===== config.mk =====
export PLATFORM = sky130hd
export DESIGN_NAME = smc_top
export DESIGN_NICKNAME = d
export VERILOG_FILES = /design/src/design/smc_pkg.sv /design/src/design/smc_top.sv /design/src/design/smc_clkout.sv
export VERILOG_INCLUDE_DIRS = /design/src /design/src/design
export SDC_FILE = /design/constraint.sdc
export NUM_CORES = 1
export LEC_CHECK = 0
export ABC_AREA = 1
export BUFFER_PORTS_ARGS = -buffer_cell sky130_fd_sc_hd__buf_2
export CAP_MARGIN = 0
export CELL_PAD_IN_SITES_DETAIL_PLACEMENT = 1
export CELL_PAD_IN_SITES_GLOBAL_PLACEMENT = 2
export CORE_UTILIZATION = 25
export DETAILED_ROUTE_END_ITERATION = 10
export PLACE_DENSITY = 0.76
export SYNTH_ARGS = -nofsm -noshare
export SYNTH_HDL_FRONTEND = slang
export SYNTH_SLANG_ARGS = --single-unit

===== constraint.sdc =====
create_clock -name clk_sys_i -period 1.9 [get_ports clk_sys_i]
set_input_delay 0.095 -clock clk_sys_i [delete_from_list [all_inputs] [get_ports clk_sys_i]]
set_output_delay 0.095 -clock clk_sys_i [all_outputs]
set_load 0.01 [all_outputs]

===== src/design/smc_regs.svh =====
// Purpose: Register map and constants of the serial module control
// Assumes: APB word offsets, byte addresses
// Notes: Definitions only
`ifndef SMC_REGS_SVH
`define SMC_REGS_SVH

// ----------------------------------------
// Offsets
// ----------------------------------------
`define SMC_OFF_CTRL 8'h00
`define SMC_OFF_STAT 8'h04
`define SMC_OFF_SPI 8'h08
`define SMC_OFF_I2C 8'h0C

// ----------------------------------------
// Reset values and masks
// ----------------------------------------
`define SMC_CTRL_RST 8'hE0
`define SMC_CTRL_WMASK 8'hFE
`define SMC_SPI_RST 8'h00
`define SMC_I2C_RST 2'h0

// ----------------------------------------
// Mode field codes
// ----------------------------------------
`define SMC_MODE_SPI_D4 3'h0
`define SMC_MODE_SPI_D16 3'h1
`define SMC_MODE_SPI_D64 3'h2
`define SMC_MODE_SPI_SUB 3'h3
`define SMC_MODE_SPI_TMR 3'h4
`define SMC_MODE_SPI_SLV 3'h5
`define SMC_MODE_I2C_SLV 3'h6

// ----------------------------------------
// Clock output select codes
// ----------------------------------------
`define SMC_CKSEL_SYS 2'h0
`define SMC_CKSEL_D4 2'h1
`define SMC_CKSEL_D8 2'h2
`define SMC_CKSEL_TMR 2'h3

// ----------------------------------------
// Half period counts minus one
// ----------------------------------------
`define SMC_CK_HALF_D4 2'h1
`define SMC_CK_HALF_D8 2'h3
`define SMC_SPI_HALF_D4 5'h01
`define SMC_SPI_HALF_D16 5'h07
`define SMC_SPI_HALF_D64 5'h1F

`endif


===== src/design/smc_pkg.sv =====
// Purpose: Types of the serial module control
// Assumes: Constants live in smc_regs.svh
// Notes: Nothing is imported by users
package smc_pkg;

  // ----------------------------------------
  // Control register layout
  // ----------------------------------------
  typedef struct packed {
    logic [2:0] mode;
    logic ck_en;
    logic [1:0] ck_sel;
    logic mod_en;
    logic rsvd;
  } smc_ctrl_t;

  // ----------------------------------------
  // Role flags driven to the interface logic
  // ----------------------------------------
  typedef struct packed {
    logic spi_master;
    logic spi_slave;
    logic i2c_slave;
  } smc_role_t;

  // ----------------------------------------
  // Module operating state
  // ----------------------------------------
  typedef enum logic [2:0] {
    ST_OFF,
    ST_SPI_M,
    ST_SPI_S,
    ST_I2C,
    ST_UNUSED
  } smc_state_t;

endpackage : smc_pkg


===== src/design/smc_top.sv =====
// Purpose: Serial module mode control and peripheral clock output
// Assumes: APB slave, one clock, sleep_i from same clock domain
// Notes: Every output registered
`include "smc_regs.svh"

module smc_top (
  // Clock and reset
  input wire logic clk_sys_i,
  input wire logic rst_n_i,
  // APB slave
  input wire logic psel_i,
  input wire logic penable_i,
  input wire logic pwrite_i,
  input wire logic [7:0] paddr_i,
  input wire logic [31:0] pwdata_i,
  output logic [31:0] prdata_o,
  output logic pready_o,
  output logic pslverr_o,
  // System inputs
  input wire logic sleep_i,
  input wire logic sub_clk_i,
  input wire logic tmr_match_i,
  input wire logic [4:0] i2c_flags_i,
  // Peripheral clock output pin
  output logic clk_out_hi_o,
  output logic clk_out_lo_o,
  output logic clk_out_oe_o,
  // Interface control
  output smc_pkg::smc_role_t role_o,
  output logic lines_en_o,
  output logic spi_sck_o,
  output logic [7:0] spi_ctrl_o,
  output logic i2c_tx_dir_o,
  output logic i2c_tx_ack_o,
  output logic i2c_flag_clr_o
);

  // ----------------------------------------
  // Declarations
  // ----------------------------------------
  smc_pkg::smc_ctrl_t ctrl_ff, nxt_ctrl;
  smc_pkg::smc_state_t state_ff, nxt_state;
  smc_pkg::smc_role_t nxt_role;
  logic [7:0] spi_ctrl_ff, nxt_spi_ctrl;
  logic [1:0] i2c_ctrl_ff, nxt_i2c_ctrl;
  logic pready_ff, nxt_pready;
  logic [31:0] prdata_ff, nxt_prdata;
  logic pslverr_ff, nxt_pslverr;
  logic acc_wr;
  logic hit_ctrl, hit_stat, hit_spi, hit_i2c, hit_any;
  logic [7:0] rd_byte;
  logic sub_s1_ff, sub_s2_ff, sub_s3_ff;
  logic sub_edge;
  logic [4:0] pre_ff, nxt_pre;
  logic [4:0] pre_half;
  logic sck_ff, nxt_sck;
  logic lines_en_ff, nxt_lines_en;
  logic flag_clr_ff, nxt_flag_clr;
  logic ck_on;
  logic ck_hi, ck_lo, ck_oe;

  // ----------------------------------------
  // Address decode
  // ----------------------------------------
  always_comb begin
    hit_ctrl = (paddr_i == `SMC_OFF_CTRL);
    hit_stat = (paddr_i == `SMC_OFF_STAT);
    hit_spi = (paddr_i == `SMC_OFF_SPI);
    hit_i2c = (paddr_i == `SMC_OFF_I2C);
    hit_any = hit_ctrl | hit_stat | hit_spi | hit_i2c;
    acc_wr = psel_i & penable_i & pready_ff & pwrite_i;
  end

  // ----------------------------------------
  // Read data mux
  // ----------------------------------------
  always_comb begin
    rd_byte = 8'h00;
    if (hit_ctrl) begin
      rd_byte = {ctrl_ff[7:1], 1'b0};
    end else if (hit_stat) begin
      rd_byte = {5'h00, sleep_i, lines_en_ff, ck_oe};
    end else if (hit_spi) begin
      rd_byte = spi_ctrl_ff;
    end else if (hit_i2c) begin
      rd_byte = {i2c_flags_i, 1'b0, i2c_ctrl_ff};
    end
  end

  // ----------------------------------------
  // APB handshake, one wait state
  // ----------------------------------------
  always_comb begin
    nxt_pready = psel_i & penable_i & ~pready_ff;
    nxt_prdata = 32'h0000_0000;
    nxt_pslverr = 1'b0;
    if (nxt_pready) begin
      nxt_pslverr = ~hit_any;
      if (!pwrite_i) begin
        nxt_prdata = {24'h00_0000, rd_byte};
      end
    end
  end

  always_ff @(posedge clk_sys_i) begin
    if (!rst_n_i) begin
      pready_ff <= 1'b0;
      prdata_ff <= 32'h0000_0000;
      pslverr_ff <= 1'b0;
    end else begin
      pready_ff <= nxt_pready;
      prdata_ff <= nxt_prdata;
      pslverr_ff <= nxt_pslverr;
    end
  end

  // ----------------------------------------
  // Software registers
  // ----------------------------------------
  always_comb begin
    nxt_ctrl = ctrl_ff;
    nxt_spi_ctrl = spi_ctrl_ff;
    nxt_i2c_ctrl = i2c_ctrl_ff;
    if (acc_wr && hit_ctrl) begin
      nxt_ctrl = pwdata_i[7:0] & `SMC_CTRL_WMASK;
    end
    if (acc_wr && hit_spi) begin
      nxt_spi_ctrl = pwdata_i[7:0];
    end
    if (acc_wr && hit_i2c) begin
      nxt_i2c_ctrl = pwdata_i[1:0];
    end
  end

  always_ff @(posedge clk_sys_i) begin
    if (!rst_n_i) begin
      ctrl_ff <= `SMC_CTRL_RST;
      spi_ctrl_ff <= `SMC_SPI_RST;
      i2c_ctrl_ff <= `SMC_I2C_RST;
    end else begin
      ctrl_ff <= nxt_ctrl;
      spi_ctrl_ff <= nxt_spi_ctrl;
      i2c_ctrl_ff <= nxt_i2c_ctrl;
    end
  end

  // ----------------------------------------
  // Operating state
  // ----------------------------------------
  always_comb begin
    nxt_state = smc_pkg::ST_OFF;
    if (ctrl_ff.mod_en) begin
      case (ctrl_ff.mode)
        `SMC_MODE_SPI_D4,
        `SMC_MODE_SPI_D16,
        `SMC_MODE_SPI_D64,
        `SMC_MODE_SPI_SUB,
        `SMC_MODE_SPI_TMR: begin
          nxt_state = smc_pkg::ST_SPI_M;
        end
        `SMC_MODE_SPI_SLV: begin
          nxt_state = smc_pkg::ST_SPI_S;
        end
        `SMC_MODE_I2C_SLV: begin
          nxt_state = smc_pkg::ST_I2C;
        end
        default: begin
          nxt_state = smc_pkg::ST_UNUSED;
        end
      endcase
    end
  end

  // ----------------------------------------
  // Role, line enable and I2C flag clear
  // ----------------------------------------
  always_comb begin
    nxt_role = '0;
    nxt_lines_en = 1'b0;
    case (nxt_state)
      smc_pkg::ST_SPI_M: begin
        nxt_role.spi_master = 1'b1;
        nxt_lines_en = 1'b1;
      end
      smc_pkg::ST_SPI_S: begin
        nxt_role.spi_slave = 1'b1;
        nxt_lines_en = 1'b1;
      end
      smc_pkg::ST_I2C: begin
        nxt_role.i2c_slave = 1'b1;
        nxt_lines_en = 1'b1;
      end
      default: begin
        nxt_lines_en = 1'b0;
      end
    endcase
    nxt_flag_clr = (nxt_state == smc_pkg::ST_I2C) &&
                   (state_ff != smc_pkg::ST_I2C);
  end

  always_ff @(posedge clk_sys_i) begin
    if (!rst_n_i) begin
      state_ff <= smc_pkg::ST_OFF;
      role_o <= '0;
      lines_en_ff <= 1'b0;
      flag_clr_ff <= 1'b0;
    end else begin
      state_ff <= nxt_state;
      role_o <= nxt_role;
      lines_en_ff <= nxt_lines_en;
      flag_clr_ff <= nxt_flag_clr;
    end
  end

  // ----------------------------------------
  // Sub clock synchroniser
  // ----------------------------------------
  always_ff @(posedge clk_sys_i) begin
    if (!rst_n_i) begin
      sub_s1_ff <= 1'b0;
      sub_s2_ff <= 1'b0;
      sub_s3_ff <= 1'b0;
    end else begin
      sub_s1_ff <= sub_clk_i;
      sub_s2_ff <= sub_s1_ff;
      sub_s3_ff <= sub_s2_ff;
    end
  end

  // ----------------------------------------
  // SPI master clock generator
  // ----------------------------------------
  always_comb begin
    sub_edge = sub_s2_ff ^ sub_s3_ff;
    nxt_pre = 5'h00;
    nxt_sck = 1'b0;
    case (ctrl_ff.mode)
      `SMC_MODE_SPI_D16: pre_half = `SMC_SPI_HALF_D16;
      `SMC_MODE_SPI_D64: pre_half = `SMC_SPI_HALF_D64;
      default: pre_half = `SMC_SPI_HALF_D4;
    endcase
    if (state_ff == smc_pkg::ST_SPI_M) begin
      nxt_sck = sck_ff;
      case (ctrl_ff.mode)
        `SMC_MODE_SPI_SUB: begin
          if (sub_edge) begin
            nxt_sck = ~sck_ff;
          end
        end
        `SMC_MODE_SPI_TMR: begin
          if (tmr_match_i) begin
            nxt_sck = ~sck_ff;
          end
        end
        default: begin
          if (pre_ff >= pre_half) begin
            nxt_sck = ~sck_ff;
          end else begin
            nxt_pre = pre_ff + 5'h01;
          end
        end
      endcase
    end
  end

  always_ff @(posedge clk_sys_i) begin
    if (!rst_n_i) begin
      pre_ff <= 5'h00;
      sck_ff <= 1'b0;
    end else begin
      pre_ff <= nxt_pre;
      sck_ff <= nxt_sck;
    end
  end

  // ----------------------------------------
  // Peripheral clock output
  // ----------------------------------------
  always_comb begin
    ck_on = ctrl_ff.ck_en & ~sleep_i;
  end

  smc_clkout u_clkout (
    .clk_sys_i(clk_sys_i),
    .rst_n_i(rst_n_i),
    .en_i(ck_on),
    .sel_i(ctrl_ff.ck_sel),
    .tmr_match_i(tmr_match_i),
    .pin_hi_o(ck_hi),
    .pin_lo_o(ck_lo),
    .pin_oe_o(ck_oe)
  );

  // ----------------------------------------
  // Output drive
  // ----------------------------------------
  always_comb begin
    prdata_o = prdata_ff;
    pready_o = pready_ff;
    pslverr_o = pslverr_ff;
    clk_out_hi_o = ck_hi;
    clk_out_lo_o = ck_lo;
    clk_out_oe_o = ck_oe;
    lines_en_o = lines_en_ff;
    spi_sck_o = sck_ff;
    spi_ctrl_o = spi_ctrl_ff;
    i2c_tx_dir_o = i2c_ctrl_ff[1];
    i2c_tx_ack_o = i2c_ctrl_ff[0];
    i2c_flag_clr_o = flag_clr_ff;
  end

endmodule : smc_top


===== src/design/smc_clkout.sv =====
// Purpose: Peripheral clock output generator
// Assumes: Pad merges hi/lo half-cycle levels (DDR output)
// Notes: Starts and stops only on whole pulses
`include "smc_regs.svh"

module smc_clkout (
  // Clock and reset
  input wire logic clk_sys_i,
  input wire logic rst_n_i,
  // Control
  input wire logic en_i,
  input wire logic [1:0] sel_i,
  input wire logic tmr_match_i,
  // Pin
  output logic pin_hi_o,
  output logic pin_lo_o,
  output logic pin_oe_o
);

  logic run_ff, nxt_run;
  logic lvl_ff, nxt_lvl;
  logic [1:0] hc_ff, nxt_hc;
  logic [1:0] half;

  // ----------------------------------------
  // Next state
  // ----------------------------------------
  always_comb begin
    nxt_run = run_ff;
    nxt_lvl = lvl_ff;
    nxt_hc = hc_ff;
    half = (sel_i == `SMC_CKSEL_D8) ? `SMC_CK_HALF_D8 : `SMC_CK_HALF_D4;
    case (sel_i)
      `SMC_CKSEL_SYS: begin
        nxt_run = en_i;
        nxt_lvl = en_i;
        nxt_hc = 2'h0;
      end
      `SMC_CKSEL_TMR: begin
        if (tmr_match_i) begin
          if (run_ff && lvl_ff) begin
            nxt_lvl = 1'b0;
          end else begin
            nxt_run = en_i;
            nxt_lvl = en_i;
          end
        end
      end
      default: begin
        if (!run_ff || hc_ff == half) begin
          nxt_hc = 2'h0;
          if (run_ff && lvl_ff) begin
            nxt_lvl = 1'b0;
          end else begin
            nxt_run = en_i;
            nxt_lvl = en_i;
          end
        end else begin
          nxt_hc = hc_ff + 2'h1;
        end
      end
    endcase
  end

  // ----------------------------------------
  // Registers, pin levels straight from flops
  // ----------------------------------------
  always_ff @(posedge clk_sys_i) begin
    if (!rst_n_i) begin
      run_ff <= 1'b0;
      lvl_ff <= 1'b0;
      hc_ff <= 2'h0;
      pin_hi_o <= 1'b0;
      pin_lo_o <= 1'b0;
      pin_oe_o <= 1'b0;
    end else begin
      run_ff <= nxt_run;
      lvl_ff <= nxt_lvl;
      hc_ff <= nxt_hc;
      pin_hi_o <= nxt_lvl;
      pin_lo_o <= nxt_lvl & (sel_i != `SMC_CKSEL_SYS);
      pin_oe_o <= nxt_run;
    end
  end

endmodule : smc_clkout


==> run summary, run 1 <==
outcome: complete, no violations
multiplexer area fraction after synthesis: 0%
share of the synthesized area in compound gates (AO/OA/AOI/OAI): 7.03%
area taken by multi-input logic gates: 0.00117 mm²
average instance area after synthesis: 7.32 µm²
met3 Track Usage GR: 3.19%
later-pin clock latency in the skew report: 0.30 ns
length in cells of the worst reg-to-reg path: 12
number of violations of the max-capacitance limit: 0
number of antenna repair diodes: 0
hold crit path type: in -> reg
I/O pin cnt: 106
GRT Util Overall: 12.6%
Clock power frac: 40.1%
horizontal extent of the die: 101 µm
vias in the first global route: 2036
buffers plus inverters on the worst setup path: 1
most common cell after layout, fill and taps aside: nand2_1
main area contributors after synthesis: dfxtp_1 40%, nand2_1 11%, nor2_1 7.5%, buf_4 7.4%, inv_1 6.0%
number of nets in the layout: 456
count of endpoints failing setup in the final report: 0
number of filler cells placed in the layout: 1200
sequential area share after synthesis: 40.2%
layout-stage area growth over the synthesis result: 19.7%
worst-case vdd ir drop: 0.343 mV
Post-Synth Adder-Cell Area: 4.11%
cell at the root of the clock tree: clkbuf_8
area enclosed by the die boundary: 0.0101 mm²
TritonCTS clock tree: done
worst clock skew: 0.00678 ns
Data arrival, critical path: 1.84 ns
clock tree sinks: 49
share of the core filled with cells in the final layout: 31.3%
category of the critical setup timing path: reg -> reg
CTS Buf Count: 5
library cell with the largest summed area after synthesis: dfxtp_1
most used routing layer in global routing: met2
fraction of power spent switching nets: 23.4%
CTS clk-pin slew, worst paths: 0.10 ns
weighted congestion at the end of routability-driven global placement: 0.730
post-route fraction of the period consumed by the critical path: 85.8%
final number of max-transition violations: 0
ANT nets after route: 0
highest net fanout along the worst path: 7
P_sw: 0.447 mW
HPWL after detailed placement: 4860 µm
global-route track usage on met1: 15.9%
fraction of layout instances using a drive strength above 1: 22.0%
leakage power figure: 1.52 nW
instance count along the most critical hold path: 3
grt total ovfl: 0
startpoint of the lowest-slack hold path: pwdata_i[6]
sum of negative setup slack: 0 ns
Worst path depth: 12
power density over cell area: 654 mW/mm²
Period minus WS final: 1.63 ns
Warnings, synthesis: 0
footprint of the flip-flops and latches: 983 µm²
met2 capacity usage during global routing: 20.8%
global-route wire length before repair: 9870 µm
largest stage delay on the critical path: 0.42 ns
post-synthesis share of cell area spent on and, or, nand and nor gates: 32.0%
number of antenna violations at the first check in global routing: 0
level count of the clock H-tree: 2
kind of cell adding the most delay to the critical path: simple AND/OR/NAND/NOR gates
cell-internal power: 1.46 mW
DRC violation count after routing: 0
pin count of the biggest net entering global routing: 22
Initial Utilization: 26.1%
critical path capture point type: register
final wirelength: 5950 µm
number of different library cells in the post-synthesis netlist: 32
critical path data required time: 2.11 ns
Synth Cell Area: 0.00244 mm²
source of the worst register-to-register timing path: ctrl_ff[6]
most common cell type on the critical path: nand2_1
number of port buffers: 57
via count: 2147
Worst setup SP type: register
Reg-to-Reg End: spi_sck_o
post-detailed-route via-to-cell ratio: 4.09
height of the die: 101 µm
largest family of logic cells by synthesized area: simple AND/OR/NAND/NOR gates
number of cell rows: 35
clock tree buffer depth: 2
combinational fraction of design power: 5.8%
setup repair after global routing missed its margin: false
router iterations before antenna repair: 4
Endpoint, Worst Hold: ctrl_ff[6]
Synth Register Bits: 49
Wirelength per Cell: 11.3 µm
FF-to-FF setup slack: 0.27 ns
Iter 0 DRT Violations: 59
Reg power frac: 54.1%
Max Clk Rate: 613 MHz
Fin. Hold Viols: 0
Gate Count Post-Synth: 333
cell with the biggest individual delay on the critical path: dfxtp_2
xor-xnor portion of the synthesized cell area: 1.08%
top-area cell type share of the netlist area: 40.2%
cells along the critical path: inv_2, nand2_1, nand3_1, ha_1, nand2_1, nand2_1, nand2_1, nand2_1, nand2_1, nand2_1, a21oi_1, nor2_1
top library cells by usage in the layout, fill and taps aside: 74 x nand2_1, 57 x buf_2, 49 x nor2_1, 47 x dfxtp_1, 39 x inv_1
area of the core: 0.00933 mm²
-- cells by family after synthesis --
kind of cell             after synthesis
AO/OA/AOI/OAI                         32
XOR/XNOR                               3
adder cells (fa/ha/maj)                8
buffers and inverters                 72
flip-flops                            49
other                                  1
AND/OR/NAND/NOR                      168
-- cells in the mapped netlist, drive strengths merged --
cell type  instances
ha                 8
o21ai             18
a31oi              1
inv               40
xor2               2
xnor2              1
a21oi              9
clkbuf             2
nand3             30
o21a               1
a21o               1
nand2             76
nor3               5
dfxtp             49
clkinv             3
conb               1
o211ai             1
buf               27
o21bai             1
nor2              56
and3               1
-- power groups by stage --
| stage | Combinational, mW | Clock (mW) | Sequential [mW] |
|---|---|---|---|
| 2_1_floorplan | 0.0977 | 0 | 1.06 |
| 3_3_place_gp | 0.110 | 0 | 1.06 |
| 3_5_place_dp | 0.111 | 0 | 1.06 |
| 4_1_cts | 0.113 | 0.799 | 1.03 |
| 5_1_grt | 0.127 | 0.846 | 1.03 |
| 6_report | 0.112 | 0.765 | 1.03 |
-- registers in the layout, indices dropped and copies added, names as in the netlist --
| signal | cells |
|---|---|
| sub_s3_ff | 1 |
| u_clkout.pin_lo_o | 1 |
| lines_en_o | 1 |
| spi_ctrl_o | 8 |
| u_clkout.hc_ff | 2 |
| i2c_flag_clr_o | 1 |
| prdata_o | 8 |
| pslverr_o | 1 |
| pre_ff | 5 |
| state_ff | 3 |
| u_clkout.pin_oe_o | 1 |
| ctrl_ff | 7 |
| i2c_ctrl_ff | 2 |
| sub_s2_ff | 1 |
| u_clkout.pin_hi_o | 1 |
| sub_s1_ff | 1 |
| pready_o | 1 |
| role_o | 3 |
| spi_sck_o | 1 |
-- per-stage QoR --
stage | total power [mW] | hold slack, ns | setup WS [ns] | instance area [µm²] | instances
2_1_floorplan | 1.15 | 0.193 | 0.361 | 2520 | 356
6_report | 1.91 | 0.0176 | 0.270 | 2920 | 525
3_5_place_dp | 1.17 | 0.288 | 0.175 | 2790 | 516
5_1_grt | 2.01 | 0.0330 | 0.00376 | 2920 | 525
4_1_cts | 1.94 | 0.0101 | 0.153 | 2920 | 525
3_3_place_gp | 1.17 | 0.282 | 0.201 | 2790 | 516
-- worst min-delay path, cell delays in order --
cell	delay [ns]
buf_2	0.10
nand2_1	0.05
nand3_1	0.05
-- worst max path at each step --
| stage | from | to | slack, ns |
|---|---|---|---|
| 6_report | ctrl_ff[6] | spi_sck_o | 0.27 |
| 5_1_grt | ctrl_ff[5] | pre_ff[2] | 0.004 |
| 3_5_place_dp | ctrl_ff[5] | pre_ff[3] | 0.17 |
| 3_3_place_gp | ctrl_ff[6] | pre_ff[3] | 0.20 |
| 4_1_cts | ctrl_ff[6] | pre_ff[3] | 0.15 |
| 2_1_floorplan | ctrl_ff[5] | spi_sck_o | 0.36 |
-- cell type report --
type / instances / share of cell area (%)
multi-input cells: 235 / 40.1
clock inverters: 3 / 1.59
flip-flops and latches: 49 / 33.7
clock buffers: 5 / 2.36
inverters: 43 / 5.87
repair buffers: 61 / 10.9
well taps: 129 / 5.53
-- timing repair --
item	CTS	global route
gates resized for setup	0	2
hold endpoints to repair	1	0
buffers inserted	0	0
hold buffers	1	0
endpoints found under the setup margin	0	6
-- layer usage --
metal,part of all wire [%],wire (µm)
met3,4.7,281
met4,1.3,80
met2,46,2750
met5,0,0
met1,48,2840
Power figures use the tool's default switching activity.
==> inputs of run 2 (changes only) <==
- CORE_MARGIN: unset -> 5
==> run 2 against run 1 <==
Critical path depth shrank 1; count of clock-buffer cells in the layout is 2 higher; die area increased by 17%; register-to-register slack hardly changed; critical endpoint is now pre_ff[3].
==> run summary, run 2 (synthesized netlist as in run 1, its figures left out) <==
fraction of layout instances using a drive strength above 1: 21.7% (-0.31 points)
Reg power frac: 53.6% (-0.5 points)
vias in the first global route: 2266 (+11%)
critical path capture point type: register
GRT Util Overall: 11.4% (-1.2 points)
height of the die: 109 µm (+7.9%)
Period minus WS final: 1.64 ns (+0.0106 ns)
CTS clk-pin slew, worst paths: 0.09 ns (about the same)
DRC violation count after routing: 0 (unchanged)
footprint of the flip-flops and latches: 982 µm² (-0.13%)
area taken by multi-input logic gates: 0.00117 mm² (unchanged)
most common cell after layout, fill and taps aside: nand2_1
leakage power figure: 1.53 nW (+0.58%)
horizontal extent of the die: 109 µm (+7.9%)
Initial Utilization: 25.3% (-0.84 points)
fraction of power spent switching nets: 22.3% (-1.2 points)
final number of max-transition violations: 0 (unchanged)
power density over cell area: 657 mW/mm² (+0.46%)
number of antenna repair diodes: 0 (unchanged)
Worst setup SP type: register
count of endpoints failing setup in the final report: 0 (unchanged)
number of antenna violations at the first check in global routing: 1 (+1)
layout-stage area growth over the synthesis result: 20.2%
grt total ovfl: 0 (unchanged)
ANT nets after route: 0 (unchanged)
clock tree sinks: 49 (unchanged)
Iter 0 DRT Violations: 69 (+17%)
instance count along the most critical hold path: 3 (unchanged)
Reg-to-Reg End: pre_ff[3]
Max Clk Rate: 609 MHz (-0.65%)
sum of negative setup slack: 0 ns (unchanged)
critical path data required time: 2.14 ns (+0.03 ns)
area of placed instances: 0.00280 mm² (+0.45%)
global-route wire length before repair: 10700 µm (+8.7%)
hold crit path type: in -> reg
number of port buffers: 57 (unchanged)
later-pin clock latency in the skew report: 0.30 ns (about the same)
cell at the root of the clock tree: clkbuf_8
post-route fraction of the period consumed by the critical path: 86.4% (+0.56 points)
Wirelength per Cell: 12.1 µm (+7.2%)
number of cell rows: 36 (+2.9%)
outcome: complete, no violations
category of the critical setup timing path: reg -> reg
share of the core filled with cells in the final layout: 30.4% (-0.88 points)
Critical Path Start: ctrl_ff[6]
level count of the clock H-tree: 2 (unchanged)
TritonCTS clock tree: done
number of nets in the layout: 457 (+0.22%)
area of the core: 0.00964 mm² (+3.3%)
via count: 2204 (+2.7%)
source of the worst register-to-register timing path: ctrl_ff[6]
FF-to-FF setup slack: 0.26 ns (about the same)
number of filler cells placed in the layout: 1246 (+3.8%)
final wirelength: 6440 µm (+8.2%)
highest net fanout along the worst path: 5 (-2)
P_sw: 0.428 mW (-4.1%)
worst clock skew: 0.00432 ns (-0.00246 ns)
top library cells by usage in the layout, fill and taps aside: 74 x nand2_1, 57 x buf_2, 49 x nor2_1, 48 x dfxtp_1, 39 x inv_1
worst-case vdd ir drop: 0.304 mV (-11%)
router iterations before antenna repair: 4 (unchanged)
post-detailed-route via-to-cell ratio: 4.16 (+1.7%)
number of violations of the max-capacitance limit: 0 (unchanged)
setup repair after global routing missed its margin: false
Clock power frac: 40.6% (+0.5 points)
weighted congestion at the end of routability-driven global placement: 0.758 (+3.8%)
Data arrival, critical path: 1.88 ns (+0.04 ns)
pre-CTS setup slack: 0.179 ns (+0.00418 ns)
cell-internal power: 1.50 mW (+2.4%)
final instance area: 0.00293 mm² (+0.43%)
Fin. Hold Viols: 0 (unchanged)
I/O pin cnt: 106 (unchanged)
area enclosed by the die boundary: 0.0118 mm² (+17%)
combinational fraction of design power: 5.8% (about the same)
CTS Buf Count: 5 (unchanged)
startpoint of the lowest-slack hold path: pwdata_i[6]
HPWL after detailed placement: 5200 µm (+7.0%)
length in cells of the worst reg-to-reg path: 11 (-1)
Endpoint, Worst Hold: ctrl_ff[6]
final setup slack of the worst path: 0.259 ns (-0.0106 ns)
clock tree buffer depth: 2 (unchanged)
pin count of the biggest net entering global routing: 19 (-14%)
[run 2: changes by cell type in the layout (fill, tap and decap cells not counted), sizes merged]
cell      previous run  this run
buf                 60        61
clkbuf               5         7
clkinv               4         3
clkinvlp             1         0
[run 2: critical path, stage by stage, from the launching register on]
cell and delay, ns:
dfxtp_1 0.42, inv_2 0.06, nand2_1 0.10, nand3_1 0.12
ha_1 0.29, nand2_1 0.07, nand2_1 0.05, nand2_1 0.05
nand2_1 0.05, nand2_1 0.08, nand3_1 0.17, nor2_1 0.14
[run 2: metrics by stage]
step | hold slack [ns] | std cells | power [mW]
2_1_floorplan | 0.193 | 356 | 1.15
3_3_place_gp | 0.287 | 521 | 1.17
3_5_place_dp | 0.283 | 521 | 1.17
4_1_cts | 0.0146 | 530 | 1.96
5_1_grt | 0.0239 | 530 | 2.01
6_report | 0.0210 | 530 | 1.93
[run 2: area by class of cell]
class	instances	share of cell area, %
Timing Repair Buffer	62	11.1
Multi-Input combinational cell	235	39.9
Clock inverter	1	1.02
Inverter	43	5.85
Clock buffer	7	2.95
Sequential cell	49	33.5
Tap cell	133	5.68
[run 2: per-layer routing]
metal	wire, µm	up-vias	track usage, %	part of all wire, %
met5	7	-	0	0.11
met4	89	2	2.80	1.4
met3	407	11	2.90	6.3
met2	3170	55	20.7	49
met1	2770	1020	13.2	43
li1	-	1116	-	-
[run 2: how the worst max path moves through the flow]
stage                           end  slack [ns]  depth (start not counted)
after floorplan           spi_sck_o        0.36                         13
after CTS                 pre_ff[3]        0.16                         11
after global routing      pre_ff[3]        0.02                         11
final                     pre_ff[3]        0.26                         11
after global placement    pre_ff[0]        0.22                         11
after detailed placement  pre_ff[3]        0.18                         11
[run 2: timing repair]
item	CTS	global route
gates resized for setup	0	1
hold buffers	1	0
setup endpoints to repair	0	2
endpoints found under the hold margin	1	0
buffers inserted	0	0
[run 2: power by group through the flow]
stage	Sequential [mW]	Combinational, mW	Clock (mW)
after floorplan	1.06	0.0977	0
after global placement	1.06	0.110	0
after detailed placement	1.06	0.111	0
after CTS	1.03	0.113	0.814
after global routing	1.03	0.126	0.852
final	1.03	0.113	0.781
